## config.mk

```make
export PLATFORM = sky130hd
export DESIGN_NAME = tpe_regs
export DESIGN_NICKNAME = d
export VERILOG_FILES = /design/src/rtl/tpe_pkg.sv /design/src/rtl/tpe_regs.sv
export SDC_FILE = /design/constraint.sdc
export NUM_CORES = 1
export LEC_CHECK = 0
export BUFFER_PORTS_ARGS = -buffer_cell sky130_fd_sc_hd__buf_2
export CORE_ASPECT_RATIO = 0.7
export CORE_MARGIN = 5
export CORE_UTILIZATION = 55
export CTS_BUF_LIST = sky130_fd_sc_hd__clkbuf_2 sky130_fd_sc_hd__clkbuf_4 sky130_fd_sc_hd__clkbuf_8
export CTS_CLUSTER_SIZE = 20
export DETAILED_ROUTE_END_ITERATION = 10
export PLACE_DENSITY = 0.85
export SLEW_MARGIN = 25
export SYNTH_ARGS = -nofsm -noshare
export SYNTH_HDL_FRONTEND = slang
export SYNTH_SLANG_ARGS = --single-unit
```

## constraint.sdc

```tcl
create_clock -name clk_sys -period 33.4 [get_ports clk_sys]
set_input_delay 0 -clock clk_sys [delete_from_list [all_inputs] [get_ports clk_sys]]
set_output_delay 0 -clock clk_sys [all_outputs]
set_load 0.01 [all_outputs]
```

## src/rtl/tpe_pkg.sv

```systemverilog
// Summary of operation
// - Label unstable change sets group event bit
// - Remote defect change sets group event bit
// - Remote failure change sets group event bit
// - Reading event register clears it, acknowledging interrupt
// - TU3 mode forces all event bits zero
// - Absent tributary four reads event bits zero
// - Event bits latch regardless of interrupt enables
// - Report enable inserts error info into V5
// - Flag output follows group select during tributary
// - Strobe edge or counter write raises busy
// - Busy drops after all counters transfer, <10us
// - Block mode: FEBE codes 1-8 add one
// - Bit mode: FEBE codes 1-8 add value
// - Trigger write copies and clears accumulators
package tpe_pkg;
	localparam int          NUM_GROUPS      = 7;
	localparam int          CNT_W           = 11;
	localparam int          ADDR_W          = 12;
	// Printed offsets are word indices; byte address is four times
	localparam logic [8:0]  IDX_LABEL_EVT   = 9'h1fa;
	localparam logic [8:0]  IDX_RDI_EVT     = 9'h1fb;
	localparam logic [8:0]  IDX_RFI_EVT     = 9'h1fc;
	localparam logic [8:0]  IDX_INBAND_CFG  = 9'h1fd;
	localparam logic [8:0]  IDX_FLAG_CFG    = 9'h1fe;
	localparam logic [8:0]  IDX_STATUS      = 9'h1ff;
	localparam logic [8:0]  IDX_LABEL_MASK  = 9'h1f0;
	localparam logic [8:0]  IDX_RDI_MASK    = 9'h1f1;
	localparam logic [8:0]  IDX_RFI_MASK    = 9'h1f2;
	localparam logic [8:0]  IDX_ACC_TRIG    = 9'h1f3;
	localparam logic [2:0]  IDX_CNT_TOP     = 3'b111;
	localparam logic [1:0]  CNT_BIP_LSB     = 2'h0;
	localparam logic [1:0]  CNT_BIP_MSB     = 2'h1;
	localparam logic [1:0]  CNT_FEBE_LSB    = 2'h2;
	localparam logic [1:0]  CNT_FEBE_MSB    = 2'h3;
	localparam int          ST_BUSY_BIT     = 0;
	localparam int          ST_BLK_BIT      = 1;
	localparam logic [7:0]  ST_RW_MASK      = 8'hc2;
	localparam logic [7:0]  RST_BYTE        = 8'h00;
	localparam logic [1:0]  CFG_TU11        = 2'h3;
	localparam logic [3:0]  FEBE_MAX_CODE   = 4'h8;
	localparam int          V5_REI_BIT      = 3;
	localparam logic [1:0]  RESP_OKAY       = 2'h0;
	localparam logic [1:0]  RESP_SLVERR     = 2'h2;
	localparam int          CLK_MHZ         = 40;
	localparam int          XFER_LIMIT_US   = 10;
	localparam int          XFER_MAX_CYC    = XFER_LIMIT_US * CLK_MHZ;
	localparam logic [2:0]  LAST_GROUP      = 3'(NUM_GROUPS - 1);
	typedef enum {XFER_IDLE, XFER_COPY} tpe_xfer_type;
endpackage

```

## src/rtl/tpe_regs.sv

```systemverilog
// Added by the designer: the AXI4-Lite slave port.
`timescale 1ns/1ps
module tpe_regs (
	input  wire logic                        clk_sys,
	input  wire logic                        rst,
	input  wire logic [tpe_pkg::ADDR_W-1:0]  s_axi_awaddr,
	input  wire logic                        s_axi_awvalid,
	output logic                             s_axi_awready,
	input  wire logic [31:0]                 s_axi_wdata,
	input  wire logic [3:0]                  s_axi_wstrb,
	input  wire logic                        s_axi_wvalid,
	output logic                             s_axi_wready,
	output logic [1:0]                       s_axi_bresp,
	output logic                             s_axi_bvalid,
	input  wire logic                        s_axi_bready,
	input  wire logic [tpe_pkg::ADDR_W-1:0]  s_axi_araddr,
	input  wire logic                        s_axi_arvalid,
	output logic                             s_axi_arready,
	output logic [31:0]                      s_axi_rdata,
	output logic [1:0]                       s_axi_rresp,
	output logic                             s_axi_rvalid,
	input  wire logic                        s_axi_rready,
	input  wire logic                        tu3Mode,
	input  wire logic [13:0]                 groupConfig,
	input  wire logic [6:0]                  labelUnstableState,
	input  wire logic [6:0]                  remoteDefectState,
	input  wire logic [6:0]                  remoteFailureState,
	input  wire logic                        accumulate_strobe_in,
	input  wire logic                        tribValid,
	input  wire logic [2:0]                  tribGroup,
	input  wire logic [7:0]                  v5In,
	input  wire logic                        v5Valid,
	input  wire logic                        inbandErrIn,
	input  wire logic [1:0]                  bipErrNum,
	input  wire logic                        febeValid,
	input  wire logic [3:0]                  febeCode,
	output logic [7:0]                       v5Out,
	output logic                             v5ValidOut,
	output logic                             tributary_flag_output,
	output logic                             irq
);
	import tpe_pkg::*;

	////////////////////////////////////////////////////////////////////
	// Decode helpers
	function automatic logic [8:0] wordIndex(
		input logic [ADDR_W-1:0] addr
	);
		wordIndex = addr[10:2];
	endfunction

	function automatic logic isCounter(input logic [8:0] idx);
		isCounter = (idx[8:6] == IDX_CNT_TOP) && idx[2]
			&& (idx[5:3] != 3'h7);
	endfunction

	function automatic logic isMapped(input logic [ADDR_W-1:0] addr);
		logic [8:0] idx;
		idx = wordIndex(addr);
		isMapped = (addr[ADDR_W-1] == 1'b0) && (isCounter(idx)
			|| (idx >= IDX_LABEL_MASK && idx <= IDX_STATUS));
	endfunction

	////////////////////////////////////////////////////////////////////
	// State
	logic [6:0]        labelEvt_q, rdiEvt_q, rfiEvt_q;
	logic [6:0]        labelEvt_d, rdiEvt_d, rfiEvt_d;
	logic [6:0]        labelMask_q, rdiMask_q, rfiMask_q;
	logic [6:0]        inbandCfg_q, flagCfg_q;
	logic [7:0]        statusRw_q;
	logic [6:0]        labelPrev_q, rdiPrev_q, rfiPrev_q;
	logic              strobeMeta_q, strobeSync_q, strobeOld_q;
	logic [CNT_W-1:0]  bipAcc_q  [NUM_GROUPS];
	logic [CNT_W-1:0]  febeAcc_q [NUM_GROUPS];
	logic [CNT_W-1:0]  bipHold_q [NUM_GROUPS];
	logic [CNT_W-1:0]  febeHold_q[NUM_GROUPS];
	tpe_xfer_type      xferState_q;
	logic [2:0]        xferGroup_q;
	logic              awHeld_q, wHeld_q;
	logic [ADDR_W-1:0] awAddr_q;
	logic [7:0]        wData_q;
	logic              wLane_q;

	////////////////////////////////////////////////////////////////////
	// Bus decode
	wire              doWrite   = awHeld_q && wHeld_q && !s_axi_bvalid;
	wire [8:0]        wIdx      = wordIndex(awAddr_q);
	wire              wOk       = isMapped(awAddr_q);
	wire              wEn       = doWrite && wOk && wLane_q;
	wire              doRead    = s_axi_arvalid && s_axi_arready;
	wire [8:0]        rIdx      = wordIndex(s_axi_araddr);
	wire              rOk       = isMapped(s_axi_araddr);
	wire              rdLabel   = doRead && rOk && rIdx == IDX_LABEL_EVT;
	wire              rdRdi     = doRead && rOk && rIdx == IDX_RDI_EVT;
	wire              rdRfi     = doRead && rOk && rIdx == IDX_RFI_EVT;
	wire              wrCounter = doWrite && wOk && isCounter(wIdx);
	wire              wrTrig    = wEn && wIdx == IDX_ACC_TRIG;

	////////////////////////////////////////////////////////////////////
	// Event detection
	wire [6:0] groupLive;
	genvar g;
	generate
		for (g = 0; g < NUM_GROUPS; g++) begin : gLive
			// Tributary four exists only in TU11 groups
			assign groupLive[g] = !tu3Mode
				&& groupConfig[2*g+1 -: 2] == CFG_TU11;
		end
	endgenerate

	wire [6:0] labelHit = (labelUnstableState ^ labelPrev_q) & groupLive;
	wire [6:0] rdiHit   = (remoteDefectState ^ rdiPrev_q) & groupLive;
	wire [6:0] rfiHit   = (remoteFailureState ^ rfiPrev_q) & groupLive;
	wire [6:0] wClr     = wLane_q ? wData_q[6:0] : 7'h00;

	// Set wins over clear so no change is lost on a read
	always_comb begin
		labelEvt_d = labelEvt_q;
		rdiEvt_d   = rdiEvt_q;
		rfiEvt_d   = rfiEvt_q;
		if (rdLabel)
			labelEvt_d = 7'h00;
		if (rdRdi)
			rdiEvt_d = 7'h00;
		if (rdRfi)
			rfiEvt_d = 7'h00;
		if (wEn && wIdx == IDX_LABEL_EVT)
			labelEvt_d = labelEvt_d & ~wClr;
		if (wEn && wIdx == IDX_RDI_EVT)
			rdiEvt_d = rdiEvt_d & ~wClr;
		if (wEn && wIdx == IDX_RFI_EVT)
			rfiEvt_d = rfiEvt_d & ~wClr;
		labelEvt_d = (labelEvt_d | labelHit) & groupLive;
		rdiEvt_d   = (rdiEvt_d | rdiHit) & groupLive;
		rfiEvt_d   = (rfiEvt_d | rfiHit) & groupLive;
	end

	// Masks only gate the output; events latch anyway
	wire irqNext = |(labelEvt_d & labelMask_q)
		| |(rdiEvt_d & rdiMask_q)
		| |(rfiEvt_d & rfiMask_q);

	always_ff @(posedge clk_sys or posedge rst) begin
		if (rst) begin
			labelEvt_q  <= 7'h00;
			rdiEvt_q    <= 7'h00;
			rfiEvt_q    <= 7'h00;
			labelPrev_q <= 7'h00;
			rdiPrev_q   <= 7'h00;
			rfiPrev_q   <= 7'h00;
			irq         <= 1'b0;
		end else begin
			labelEvt_q  <= labelEvt_d;
			rdiEvt_q    <= rdiEvt_d;
			rfiEvt_q    <= rfiEvt_d;
			labelPrev_q <= labelUnstableState;
			rdiPrev_q   <= remoteDefectState;
			rfiPrev_q   <= remoteFailureState;
			irq         <= irqNext;
		end
	end

	////////////////////////////////////////////////////////////////////
	// Configuration registers
	always_ff @(posedge clk_sys or posedge rst) begin
		if (rst) begin
			labelMask_q <= RST_BYTE[6:0];
			rdiMask_q   <= RST_BYTE[6:0];
			rfiMask_q   <= RST_BYTE[6:0];
			inbandCfg_q <= RST_BYTE[6:0];
			flagCfg_q   <= RST_BYTE[6:0];
			statusRw_q  <= RST_BYTE;
		end else if (wEn) begin
			if (wIdx == IDX_LABEL_MASK)
				labelMask_q <= wData_q[6:0];
			if (wIdx == IDX_RDI_MASK)
				rdiMask_q <= wData_q[6:0];
			if (wIdx == IDX_RFI_MASK)
				rfiMask_q <= wData_q[6:0];
			if (wIdx == IDX_INBAND_CFG)
				inbandCfg_q <= wData_q[6:0];
			if (wIdx == IDX_FLAG_CFG)
				flagCfg_q <= wData_q[6:0];
			// Reserved bits dropped by ST_RW_MASK; only bits 7, 6 and 1 are stored
			if (wIdx == IDX_STATUS)
				statusRw_q <= wData_q & ST_RW_MASK;
		end
	end

	////////////////////////////////////////////////////////////////////
	// Datapath: V5 insertion and flag output
	wire [2:0] grpIdx   = tribGroup - 3'h1;
	wire       grpOk    = tribGroup != 3'h0 && tribGroup <= 3'(NUM_GROUPS);
	wire       inbandOn = tribValid && grpOk && inbandCfg_q[grpIdx];
	wire [7:0] v5Ins    = {v5In[7:V5_REI_BIT+1], inbandErrIn,
		v5In[V5_REI_BIT-1:0]};

	always_ff @(posedge clk_sys or posedge rst) begin
		if (rst) begin
			v5Out                 <= 8'h00;
			v5ValidOut            <= 1'b0;
			tributary_flag_output <= 1'b0;
		end else begin
			v5Out      <= inbandOn ? v5Ins : v5In;
			v5ValidOut <= v5Valid;
			// Low between tributaries
			tributary_flag_output <= tribValid && grpOk
				&& flagCfg_q[grpIdx];
		end
	end

	////////////////////////////////////////////////////////////////////
	// Error accumulation and transfer
	wire       blockMode = statusRw_q[ST_BLK_BIT];
	wire       febeInRng = febeCode != 4'h0 && febeCode <= FEBE_MAX_CODE;
	wire [3:0] febeAdd   = !febeValid || !febeInRng ? 4'h0
		: blockMode ? 4'h1
		: febeCode;
	wire       xferBusy  = xferState_q == XFER_COPY;

	always_ff @(posedge clk_sys or posedge rst) begin
		if (rst) begin
			strobeMeta_q <= 1'b0;
			strobeSync_q <= 1'b0;
			strobeOld_q  <= 1'b0;
		end else begin
			strobeMeta_q <= accumulate_strobe_in;
			strobeSync_q <= strobeMeta_q;
			strobeOld_q  <= strobeSync_q;
		end
	end

	wire xferStart = (strobeSync_q && !strobeOld_q) || wrCounter
		|| wrTrig;

	// One group per cycle: seven cycles, far inside the limit
	always_ff @(posedge clk_sys or posedge rst) begin
		if (rst) begin
			xferState_q <= XFER_IDLE;
			xferGroup_q <= 3'h0;
		end else begin
			case (xferState_q)
				XFER_IDLE: begin
					if (xferStart) begin
						xferState_q <= XFER_COPY;
						xferGroup_q <= 3'h0;
					end
				end
				XFER_COPY: begin
					if (xferGroup_q == LAST_GROUP)
						xferState_q <= XFER_IDLE;
					else
						xferGroup_q <= xferGroup_q + 3'h1;
				end
				default: xferState_q <= XFER_IDLE;
			endcase
		end
	end

	generate
		for (g = 0; g < NUM_GROUPS; g++) begin : gAcc
			wire here   = tribValid && grpOk && grpIdx == 3'(g);
			wire copyIt = xferBusy && xferGroup_q == 3'(g);
			wire [CNT_W-1:0] bipInc  = here ? CNT_W'(bipErrNum)
				: '0;
			wire [CNT_W-1:0] febeInc = here ? CNT_W'(febeAdd) : '0;
			// Counters wrap; no saturation
			always_ff @(posedge clk_sys or posedge rst) begin
				if (rst) begin
					bipAcc_q[g]   <= '0;
					febeAcc_q[g]  <= '0;
					bipHold_q[g]  <= '0;
					febeHold_q[g] <= '0;
				end else if (copyIt) begin
					bipHold_q[g]  <= bipAcc_q[g];
					febeHold_q[g] <= febeAcc_q[g];
					bipAcc_q[g]   <= bipInc;
					febeAcc_q[g]  <= febeInc;
				end else begin
					bipAcc_q[g]  <= bipAcc_q[g] + bipInc;
					febeAcc_q[g] <= febeAcc_q[g] + febeInc;
				end
			end
		end
	endgenerate

	////////////////////////////////////////////////////////////////////
	// Read mux
	wire [2:0]       cntGrp  = rIdx[5:3];
	wire [CNT_W-1:0] bipSel  = bipHold_q[cntGrp];
	wire [CNT_W-1:0] febeSel = febeHold_q[cntGrp];
	wire [7:0] statusRd = {statusRw_q[7:1], xferBusy};
	wire [7:0] cntRd =
		rIdx[1:0] == CNT_BIP_LSB  ? bipSel[7:0]
		: rIdx[1:0] == CNT_BIP_MSB  ? {5'h00, bipSel[CNT_W-1:8]}
		: rIdx[1:0] == CNT_FEBE_LSB ? febeSel[7:0]
		: {5'h00, febeSel[CNT_W-1:8]};
	wire [7:0] regRd =
		rIdx == IDX_LABEL_EVT  ? {1'b0, labelEvt_q & groupLive}
		: rIdx == IDX_RDI_EVT    ? {1'b0, rdiEvt_q & groupLive}
		: rIdx == IDX_RFI_EVT    ? {1'b0, rfiEvt_q & groupLive}
		: rIdx == IDX_INBAND_CFG ? {1'b0, inbandCfg_q}
		: rIdx == IDX_FLAG_CFG   ? {1'b0, flagCfg_q}
		: rIdx == IDX_LABEL_MASK ? {1'b0, labelMask_q}
		: rIdx == IDX_RDI_MASK   ? {1'b0, rdiMask_q}
		: rIdx == IDX_RFI_MASK   ? {1'b0, rfiMask_q}
		: rIdx == IDX_STATUS     ? statusRd
		: 8'h00;
	wire [7:0] rdByte = !rOk ? 8'h00 : isCounter(rIdx) ? cntRd : regRd;

	////////////////////////////////////////////////////////////////////
	// AXI4-Lite handshakes
	always_ff @(posedge clk_sys or posedge rst) begin
		if (rst) begin
			awHeld_q      <= 1'b0;
			wHeld_q       <= 1'b0;
			awAddr_q      <= '0;
			wData_q       <= 8'h00;
			wLane_q       <= 1'b0;
			s_axi_awready <= 1'b0;
			s_axi_wready  <= 1'b0;
			s_axi_bvalid  <= 1'b0;
			s_axi_bresp   <= RESP_OKAY;
		end else begin
			s_axi_awready <= !awHeld_q && !(s_axi_awvalid && s_axi_awready);
			s_axi_wready  <= !wHeld_q && !(s_axi_wvalid && s_axi_wready);
			if (s_axi_awvalid && s_axi_awready) begin
				awHeld_q <= 1'b1;
				awAddr_q <= s_axi_awaddr;
			end
			if (s_axi_wvalid && s_axi_wready) begin
				wHeld_q <= 1'b1;
				wData_q <= s_axi_wdata[7:0];
				wLane_q <= s_axi_wstrb[0];
			end
			if (doWrite) begin
				s_axi_bvalid <= 1'b1;
				s_axi_bresp  <= wOk ? RESP_OKAY : RESP_SLVERR;
			end else if (s_axi_bvalid && s_axi_bready) begin
				s_axi_bvalid  <= 1'b0;
				awHeld_q      <= 1'b0;
				wHeld_q       <= 1'b0;
				s_axi_awready <= 1'b1;
				s_axi_wready  <= 1'b1;
			end
		end
	end

	always_ff @(posedge clk_sys or posedge rst) begin
		if (rst) begin
			s_axi_arready <= 1'b0;
			s_axi_rvalid  <= 1'b0;
			s_axi_rdata   <= 32'h0000_0000;
			s_axi_rresp   <= RESP_OKAY;
		end else if (doRead) begin
			s_axi_arready <= 1'b0;
			s_axi_rvalid  <= 1'b1;
			s_axi_rdata   <= {24'h00_0000, rdByte};
			s_axi_rresp   <= rOk ? RESP_OKAY : RESP_SLVERR;
		end else if (s_axi_rvalid && s_axi_rready) begin
			s_axi_rvalid  <= 1'b0;
			s_axi_arready <= 1'b1;
		end else begin
			s_axi_arready <= !s_axi_rvalid;
		end
	end

endmodule

```

Word level (Yosys, flattened, before mapping)
Index checks and enable logic that the tools add are counted.
Widths: inputs -> output; s select.
{"block": "totals", "register_bits": 477, "inputBits": 125, "wordCells": 338}
{"block": "classes", "addsub": 16, "magnitude_cmp": 8, "n_eq_ne": 49, "muxes": 86, "bitwise_logic": 27, "n_reduce_logical": 90}
{"op": "$mux 11", "n": 18}
{"op": "$eq 9x9->1 const B", "n": 19}
{"op": "$mux 8", "n": 14}
{"op": "$and 7x7->7", "n": 15}
{"op": "$add 11x2->11", "n": 7}
{"op": "$add 11x4->11", "n": 7}
{"op": "$bmux 11 s3", "n": 2}
{"op": "$mux 32", "n": 2}
{"op": "$pmux 32 s2", "n": 1}
{"op": "$logic_and 1x1->1", "n": 55}
{"op": "$mux 7", "n": 7}
{"op": "$mux 4", "n": 10}
{"op": "$eq 32x1->1 const B", "n": 1}
{"op": "$eq 32x2->1 const B", "n": 1}
{"op": "$logic_not 32->1", "n": 1}
{"op": "$eq 3x3->1 const B", "n": 8}
{"op": "$or 7x7->7", "n": 3}
{"op": "$reduce_or 7->1", "n": 3}
{"op": "$xor 7x7->7", "n": 3}
{"op": "$ge 9x9->1 const B", "n": 2}
{"op": "$le 9x9->1 const B", "n": 2}
{"op": "$mux 1", "n": 18}
{"op": "$mux 2", "n": 9}
{"op": "$eq 2x2->1 const B", "n": 8}
{"op": "other kinds (27)", "n": 60}

Logic depth before layout (Yosys ltp)
Gate-level depths: netlist of run 1.
{"block": "depth", "depth_word": 16, "mapped_depth": 17, "mapped_depth_nobuf": 16}

Least setup slack after synthesis of run 1
No wires, ideal clock.
{"block": "synth_path", "kind": "input to register", "start": "input port tribGroup[0]", "end": "register febeAcc_q[76] (netlist name)", "setup_time_ns": 0.132, "arrival_ns": 2.960, "required_ns": 33.268, "setup_slack_ns": 30.308, "cell_stages": 16, "path_cell_list": "clkbuf_1 inv_1 ha_1 ha_1 nor2b_1 nand2_1 nor2_1 ha_1 inv_1 fa_1 nor2b_1 o21ai_0 a21boi_0 nand4_1 xor2_1 nor2_1"}
{"block": "synth_between", "elab_chain_len": 7, "elab_cells_between_ends": 10}
{"item": "start: declaration", "line_no": "tpe_regs.sv:30", "rtl": "input wire logic [2:0] tribGroup,"}
{"item": "parallel branches: the longest is 3 deep, another holds $sub 3x1->3"}
{"item": "$logic_and 1x1->1 *", "line_no": "tpe_regs.sv:262", "rtl": "wire here = tribValid && grpOk && grpIdx == 3'(g);"}
{"item": "$mux 4 *", "line_no": "tpe_regs.sv:266", "rtl": "wire [CNT_W-1:0] febeInc = here ? CNT_W'(febeAdd) : '0;"}
{"item": "$add 11x4->11 *", "line_no": "tpe_regs.sv:281", "rtl": "febeAcc_q[g] <= febeAcc_q[g] + febeInc;"}
{"item": "$mux 11 *", "line_no": "tpe_regs.sv:274", "rtl": "end else if (copyIt) begin"}
{"item": "end signal: indexed assignment", "line_no": "tpe_regs.sv:278", "rtl": "febeAcc_q[g] <= febeInc;"}
{"item": "end signal: indexed assignment", "line_no": "tpe_regs.sv:281"}
{"item": "end: declaration", "line_no": "tpe_regs.sv:74", "rtl": "logic [CNT_W-1:0] febeAcc_q [NUM_GROUPS];"}
Mark *: on every way between the ends.
A chain may end at the register's enable or synchronous reset.

Worst setup path after layout of run 1
Same ends and word-level chain as after synthesis.

==> results of run 1 <==
==> per-layer routing <==
metal  up-vias  part of all wire, %  track usage, %
met1      9127                   39            37.7
met5         -                    0               0
met4         0                  4.9            13.9
met2      1162                   46            45.8
li1       8251                    -               -
met3       295                   10            7.71
==> state kept, by name, indices dropped and copies added (netlist names), 8 cells and up <==
register and count:
bipHold_q 77, v5Out 8, wData_q 8, bipAcc_q 77, s_axi_rdata 8, awAddr_q 10
febeAcc_q 77, febeHold_q 77
==> worst paths after layout <==
path	end	slack (ns)	depth (start not counted)
min in group clk_sys	rfiPrev_q[0]$_DFF_PP0_	0.03	2
hold reg to reg	strobeSync_q$_DFF_PP0_	0.35	0
setup reg to reg	febeAcc_q[76]$_DFF_PP0_	29.99	13
setup / recovery	febeAcc_q[76]$_DFF_PP0_	29.21	18
hold / removal	rfiMask_q[2]$_DFFE_PP0P_	-0.002	3
max in group asynchronous	febeHold_q[67]$_DFFE_PP0P_	30.96	6
==> worst max-delay path, delay by kind of cell <==
kind | cells | cell delay (ns)
simple gates | 7 | 1.46
compound gates | 3 | 1.18
xor+xnor | 1 | 0.16
buf+inv | 4 | 1.03
fa+ha+maj | 3 | 0.86
==> Yosys cell counts, types with 4 or more instances <==
cell,instances
o311ai_0,4
nor3_1,5
a31oi_1,15
nand4_1,18
o211ai_1,19
and3b_1,6
a211oi_1,15
dfrtp_1,442
nand3_1,88
and2_1,14
nand2_1,572
a32o_1,5
mux4_2,25
xnor2_1,47
or4_1,5
a21o_1,19
o31ai_1,14
and3_1,44
buf_4,30
fa_1,14
nor2_1,182
o2bb2ai_1,4
a32oi_1,4
o2111ai_1,4
nand4b_1,5
xor2_1,85
mux2i_1,34
a21oi_1,95
buf_2,13
ha_1,53
clkbuf_1,80
mux2_2,52
o21ai_0,84
nor4_1,5
inv_1,73
nand3b_1,10
o41ai_1,6
or3_1,13
nor2b_1,27
nand2b_1,16
buf_1,9
==> timing repair <==
action / in CTS / in global routing
endpoints found under the hold margin: 239 / 0
hold buffers: 123 / 0
setup endpoints to repair: 0 / 0
==> per-stage QoR <==
step,std cells,cell area [sq um],hold WS (ns)
2_1_floorplan,2346,22400,0.0314
3_3_place_gp,2887,23200,0.108
3_5_place_dp,2887,23200,0.109
4_1_cts,3138,26000,0.00225
5_1_grt,3139,26000,0.0429
6_report,3141,26000,-0.00221
==> report_power, final <==
part | internal [mW] | switching (mW) | total (mW)
Combinational | 0.121 | 0.207 | 0.328
Sequential | 0.610 | 0.0774 | 0.687
Clock | 0.283 | 0.225 | 0.508
Total | 1.01 | 0.509 | 1.52
==> kinds of logic (layout without fill, tap and decap cells) <==
family          Yosys count  after routing
flops                   442            442
simple gates           1034           1034
other cells               1             28
xor+xnor                132            132
fa+ha+maj                67             67
compound gates          325            325
buf+inv                 207            465
mux                     113            113
==> final cells by class <==
cell class,instances,area (sq um)
Multi-Input combinational cell,1697,10400
Timing Repair Buffer,264,2020
Fill cell,2957,13900
Tap cell,535,669
Clock buffer,120,1460
Clock inverter,8,73.8
Inverter,73,287
Antenna cell,2,5.00
Sequential cell,442,11100
==> run metrics, run 1 <==
status=finished with violations; failing checks=hold timing; syn avg cell area=9.61 sq um; delay of the slowest critical-path stage=0.60 ns; Slew Limit Fails=0; most frequent cells in the layout=nand2_1, dfrtp_1, nor2_1; first-pass GRT wire length=103,000 um; DR pass1 iterations=8; crit share post-route=12.5%; Detailed Route WL=65,400 um; initial antenna violation count=1; HPWL Detailed=42,100 um; commonest non-fill, non-tap cell in the layout=nand2_1; # IOs=177; CTS tree=built; Synth Area in Adders=4.23%; crit path kind=primary input to register; core area=39,900 sq um; final worst setup slack=29.21 ns; Remaining Overflow, GRT=0; cts repair resizes=0; VDD IR-drop max=50.3 uV; area of the mapped netlist=22,300 sq um; Synth Area in Simple Gates=20.8%; most common flop cell mapped by yosys=dfrtp_1; layout cells sized above 1=14.3%; Setup TNS=0 ns; Crit Path Max Fanout=12; asr flop ratio synth=100%; XOR/XNOR Fraction of Synth Area=5.18%; P per Cell Area=58.5 nW/um^2; H-tree Lvls=3; via count=18,800; top post-synthesis cells by area=dfrtp_1, nand2_1, xor2_1, nor2_1, ha_1; Yosys warnings=0; DIE HEIGHT=179 um; Worst Tran Pin Value=0.968 ns; Routed Antenna Nets=0; vias in the first global route=19,100; crit path cell chain=dlygate4sd3_1 -> buf_2 -> inv_1 -> ha_1 -> nand2b_1 -> o311a_1 -> nor2b_1 -> nand2_1 -> nor2_1 -> ha_1 -> inv_1 -> fa_1 -> nor2b_1 -> o21ai_0 -> a21boi_0 -> nand4_1 -> xor2_1 -> nor2_1; gr usage total=29.0%; starting density of the core=55.9%; Total Die Area=44,800 sq um; clk_lat worst skew=0.65 ns; Yosys top cell area share=49.6%; main combinational cell family by area after synthesis=simple AND/OR/NAND/NOR gates; Crit-path slowest cell=o311a_1; Post-Syn Instances=2,321; Clock Skew=0.0345 ns; Synth Register Bits=442; Final Core Density=65.2%; crit path DAT=4.70 ns; clock root buffer=clkbuf_8; Seq/Total Area, Yosys=49.6%; mux cell area share after synthesis=6.81%; CP Data Required Time=33.90 ns; post-layout min period=4.19 ns; worst hold slack=-0.00221 ns; Min-Delay Path Class=primary input to asynchronous set/reset pin; Netlist cell types=80; post-synth top area cell=dfrtp_1; Leak=12.9 nW; Clock Path Buffers=3; final net count=2,740; Buffers on Ports=119; Die X=251 um; CTS Sinks=442; Critical R2R Launch=statusRw_q[1]$_DFFE_PP0P_; max cap viols=0; EDFF count, synth=0; Worst setup startpoint=tribGroup[0]; DRC=0; drt via density=6.00; Rows=61; crit end category=register; RD Place Congestion=0.950; startpoint types=primary input; slew margin rel.=35.5%; compound-gate portion of the synthesized area=9.22%; DRT iter0 DRCs=2,523; unrepaired setup endpoints after global routing=no; pin count of the biggest net entering global routing=180; Power Total=1.52 mW; Clock transition at path regs=0.08 ns; max frequency=239 MHz; Fin. Hold Viols=1; Place WS=29.36 ns; drt wl/cell=20.8 um; # Post-CTS Setup Buffers=0; Setup-failing EPs final=0; CTS Buf Count=70; Area growth syn-to-layout=16.6%
Note: power is estimated with default switching activity, not from simulation.
==> inputs of run 2 (changes only) <==
Settings changed: ABC_AREA set to 1.
Clock period 33.4 ns to 3.9 ns, I/O delays scaled along.
==> run 2 against run 1 <==
- the run now ends clean
- via count increased by 8.1%
- largest cell class unchanged
- largest power group unchanged
- total power increased to 8.3 times the previous value
- clock-buffer cell count decreased by 5
- synthesized area decreased by 1.6%
- non-clock buffer count decreased by 8
- highest routed layer unchanged
- clock power increased to 8.8 times the previous value
- critical endpoint is now bipAcc_q[54]$_DFF_PP0_
- register-to-register slack got worse by 29 ns
- setup slack got worse by 29 ns
==> run metrics, run 2 <==
Die X=249 um; most common flop cell mapped by yosys=dfrtp_1; Routed Antenna Nets=0; worst hold slack=0.0160 ns; EDFF count, synth=0; starting density of the core=55.5%; max cap viols=0; Total Die Area=44,100 sq um; Area growth syn-to-layout=17.1%; most common cell in the netlist=nand2_1; drt wl/cell=19.1 um; placed cell count=3,310; Clock Skew=0.0297 ns; DRC=0; Netlist cell types=49; post-synth top area cell=dfrtp_1; layout cells sized above 1=10.8%; crit path DAT=4.05 ns; DR pass1 iterations=8; initial antenna violation count=2; Power Total=12.7 mW; CTS tree=built; CTS Buf Count=70; RD Place Congestion=0.981; first-pass GRT wire length=105,000 um; gr usage total=30.1%; via count=20,400; Clock transition at path regs=0.06 ns; final worst setup slack=0.368 ns; Final Core Density=65.0%; Worst Tran Pin Value=1.18 ns; CP Data Required Time=4.42 ns; final net count=3,143; Leak=12.3 nW; crit share post-route=90.6%; Remaining Overflow, GRT=0; Rows=61; core area=39,500 sq um; CTS Sinks=442; H-tree Lvls=3; unrepaired setup endpoints after global routing=no; Slew Limit Fails=0; pin count of the biggest net entering global routing=141; Synth Register Bits=442; Min-Delay Path Class=primary input to register; commonest non-fill, non-tap cell in the layout=nand2_1; slew margin rel.=21.0%; Setup TNS=0 ns; vias in the first global route=19,400; most frequent cells in the layout=nand2_1, dfrtp_1, inv_1; area of the mapped netlist=22,000 sq um; max frequency=283 MHz; Fin. Hold Viols=0; placed cell area=23,000 sq um; Post-Syn Instances=2,716; Detailed Route WL=67,600 um; startpoint types=primary input; crit end category=register; Place WS=0.0748 ns; VDD IR-drop max=338 uV; Buffers on Ports=119; Seq/Total Area, Yosys=50.4%; clock root buffer=clkbuf_8; top cells by count, synth=nand2_1, dfrtp_1, inv_1; Yosys top cell area share=50.4%; post-layout min period=3.53 ns; syn avg cell area=8.08 sq um; crit path kind=primary input to register; # IOs=177; P per Cell Area=495 nW/um^2; Crit Path Max Fanout=11; Yosys warnings=0; DIE HEIGHT=177 um; HPWL Detailed=46,300 um; Setup-failing EPs final=0; status=finished clean; drt via density=5.75; clk_lat worst skew=0.64 ns; Post-Layout Cell Count=3,543; top post-synthesis cells by area=dfrtp_1, nand2_1, o21ai_0, inv_1, nor2_1; asr flop ratio synth=100%; DRT iter0 DRCs=2,788; Design Area, Final=25,700 sq um; Clock Path Buffers=3
## run 2: final cells by class
class / instances / area, sq um
fillers: 3233 / 13800
flip-flops and latches: 442 / 11100
multi-input cells: 1878 / 9290
repair buffers: 256 / 1930
clock buffers: 115 / 1450
inverters: 303 / 1140
well taps: 535 / 669
clock inverters: 11 / 140
diodes: 3 / 7.51
## run 2: final timing paths
path / start / endpoint / slack [ns] / cells past startpoint
min reg2reg: strobeMeta_q$_DFF_PP0_ / strobeSync_q$_DFF_PP0_ / 0.36 / 0
min in group asynchronous: rst / febeHold_q[75]$_DFFE_PP0P_ / 0.09 / 3
max reg2reg: statusRw_q[1]$_DFFE_PP0P_ / febeAcc_q[21]$_DFF_PP0_ / 0.56 / 15
max in group asynchronous: rst / rfiEvt_q[2]$_DFF_PP0_ / 2.53 / 4
min: v5In[7] / v5Out[7]$_DFF_PP0_ / 0.02 / 2
max: tribGroup[0] / bipAcc_q[54]$_DFF_PP0_ / 0.37 / 23
## run 2: per-layer routing
metal | vias up | global-route usage (%) | wire length (um)
li1 | 9221 | - | -
met1 | 9746 | 42.4 | 27400
met2 | 1190 | 44.0 | 29000
met3 | 212 | 10.3 | 8620
met4 | 0 | 10.6 | 2570
met5 | - | 0 | 0
## run 2: report_power, final
| part | total (mW) | internal [mW] | switching [mW] |
|---|---|---|---|
| combinational | 2.64 | 0.818 | 1.82 |
| clock | 4.48 | 2.55 | 1.92 |
| sequential | 5.59 | 5.14 | 0.451 |
| total | 12.7 | 8.51 | 4.20 |
## run 2: cell families after synthesis
group                    Yosys count  share of synthesized area, %
AO/OA/AOI/OAI                    518                          12.9
XOR/XNOR                          27                          1.08
adder cells (fa/ha/maj)           67                          4.30
buffers and inverters            421                          7.79
flip-flops                       442                          50.4
multiplexers                       1                        0.0513
other                              1                        0.0171
AND/OR/NAND/NOR                 1239                          23.5
## run 2: worst max-delay path, stage by stage
cell,delay [ns]
clkbuf_4,0.20
clkinvlp_4,0.16
ha_1,0.22
inv_1,0.07
nor2_1,0.05
a41oi_1,0.17
nand2_1,0.16
dlygate4sd3_1,0.58
buf_4,0.15
nor3_1,0.15
inv_1,0.16
nor2_1,0.15
ha_1,0.19
inv_1,0.06
fa_1,0.41
nor2_1,0.16
nand2_1,0.06
nor2_1,0.22
nand3_1,0.15
nor3_1,0.23
nand2_1,0.12
o21ai_0,0.17
a21oi_1,0.06
## run 2: repair_timing
action / CTS / global route
resized for setup: 0 / 4
endpoints found under the hold margin: 116 / 2
hold buffers: 100 / 2
setup endpoints to repair: 0 / 6
setup buffers: 0 / 2
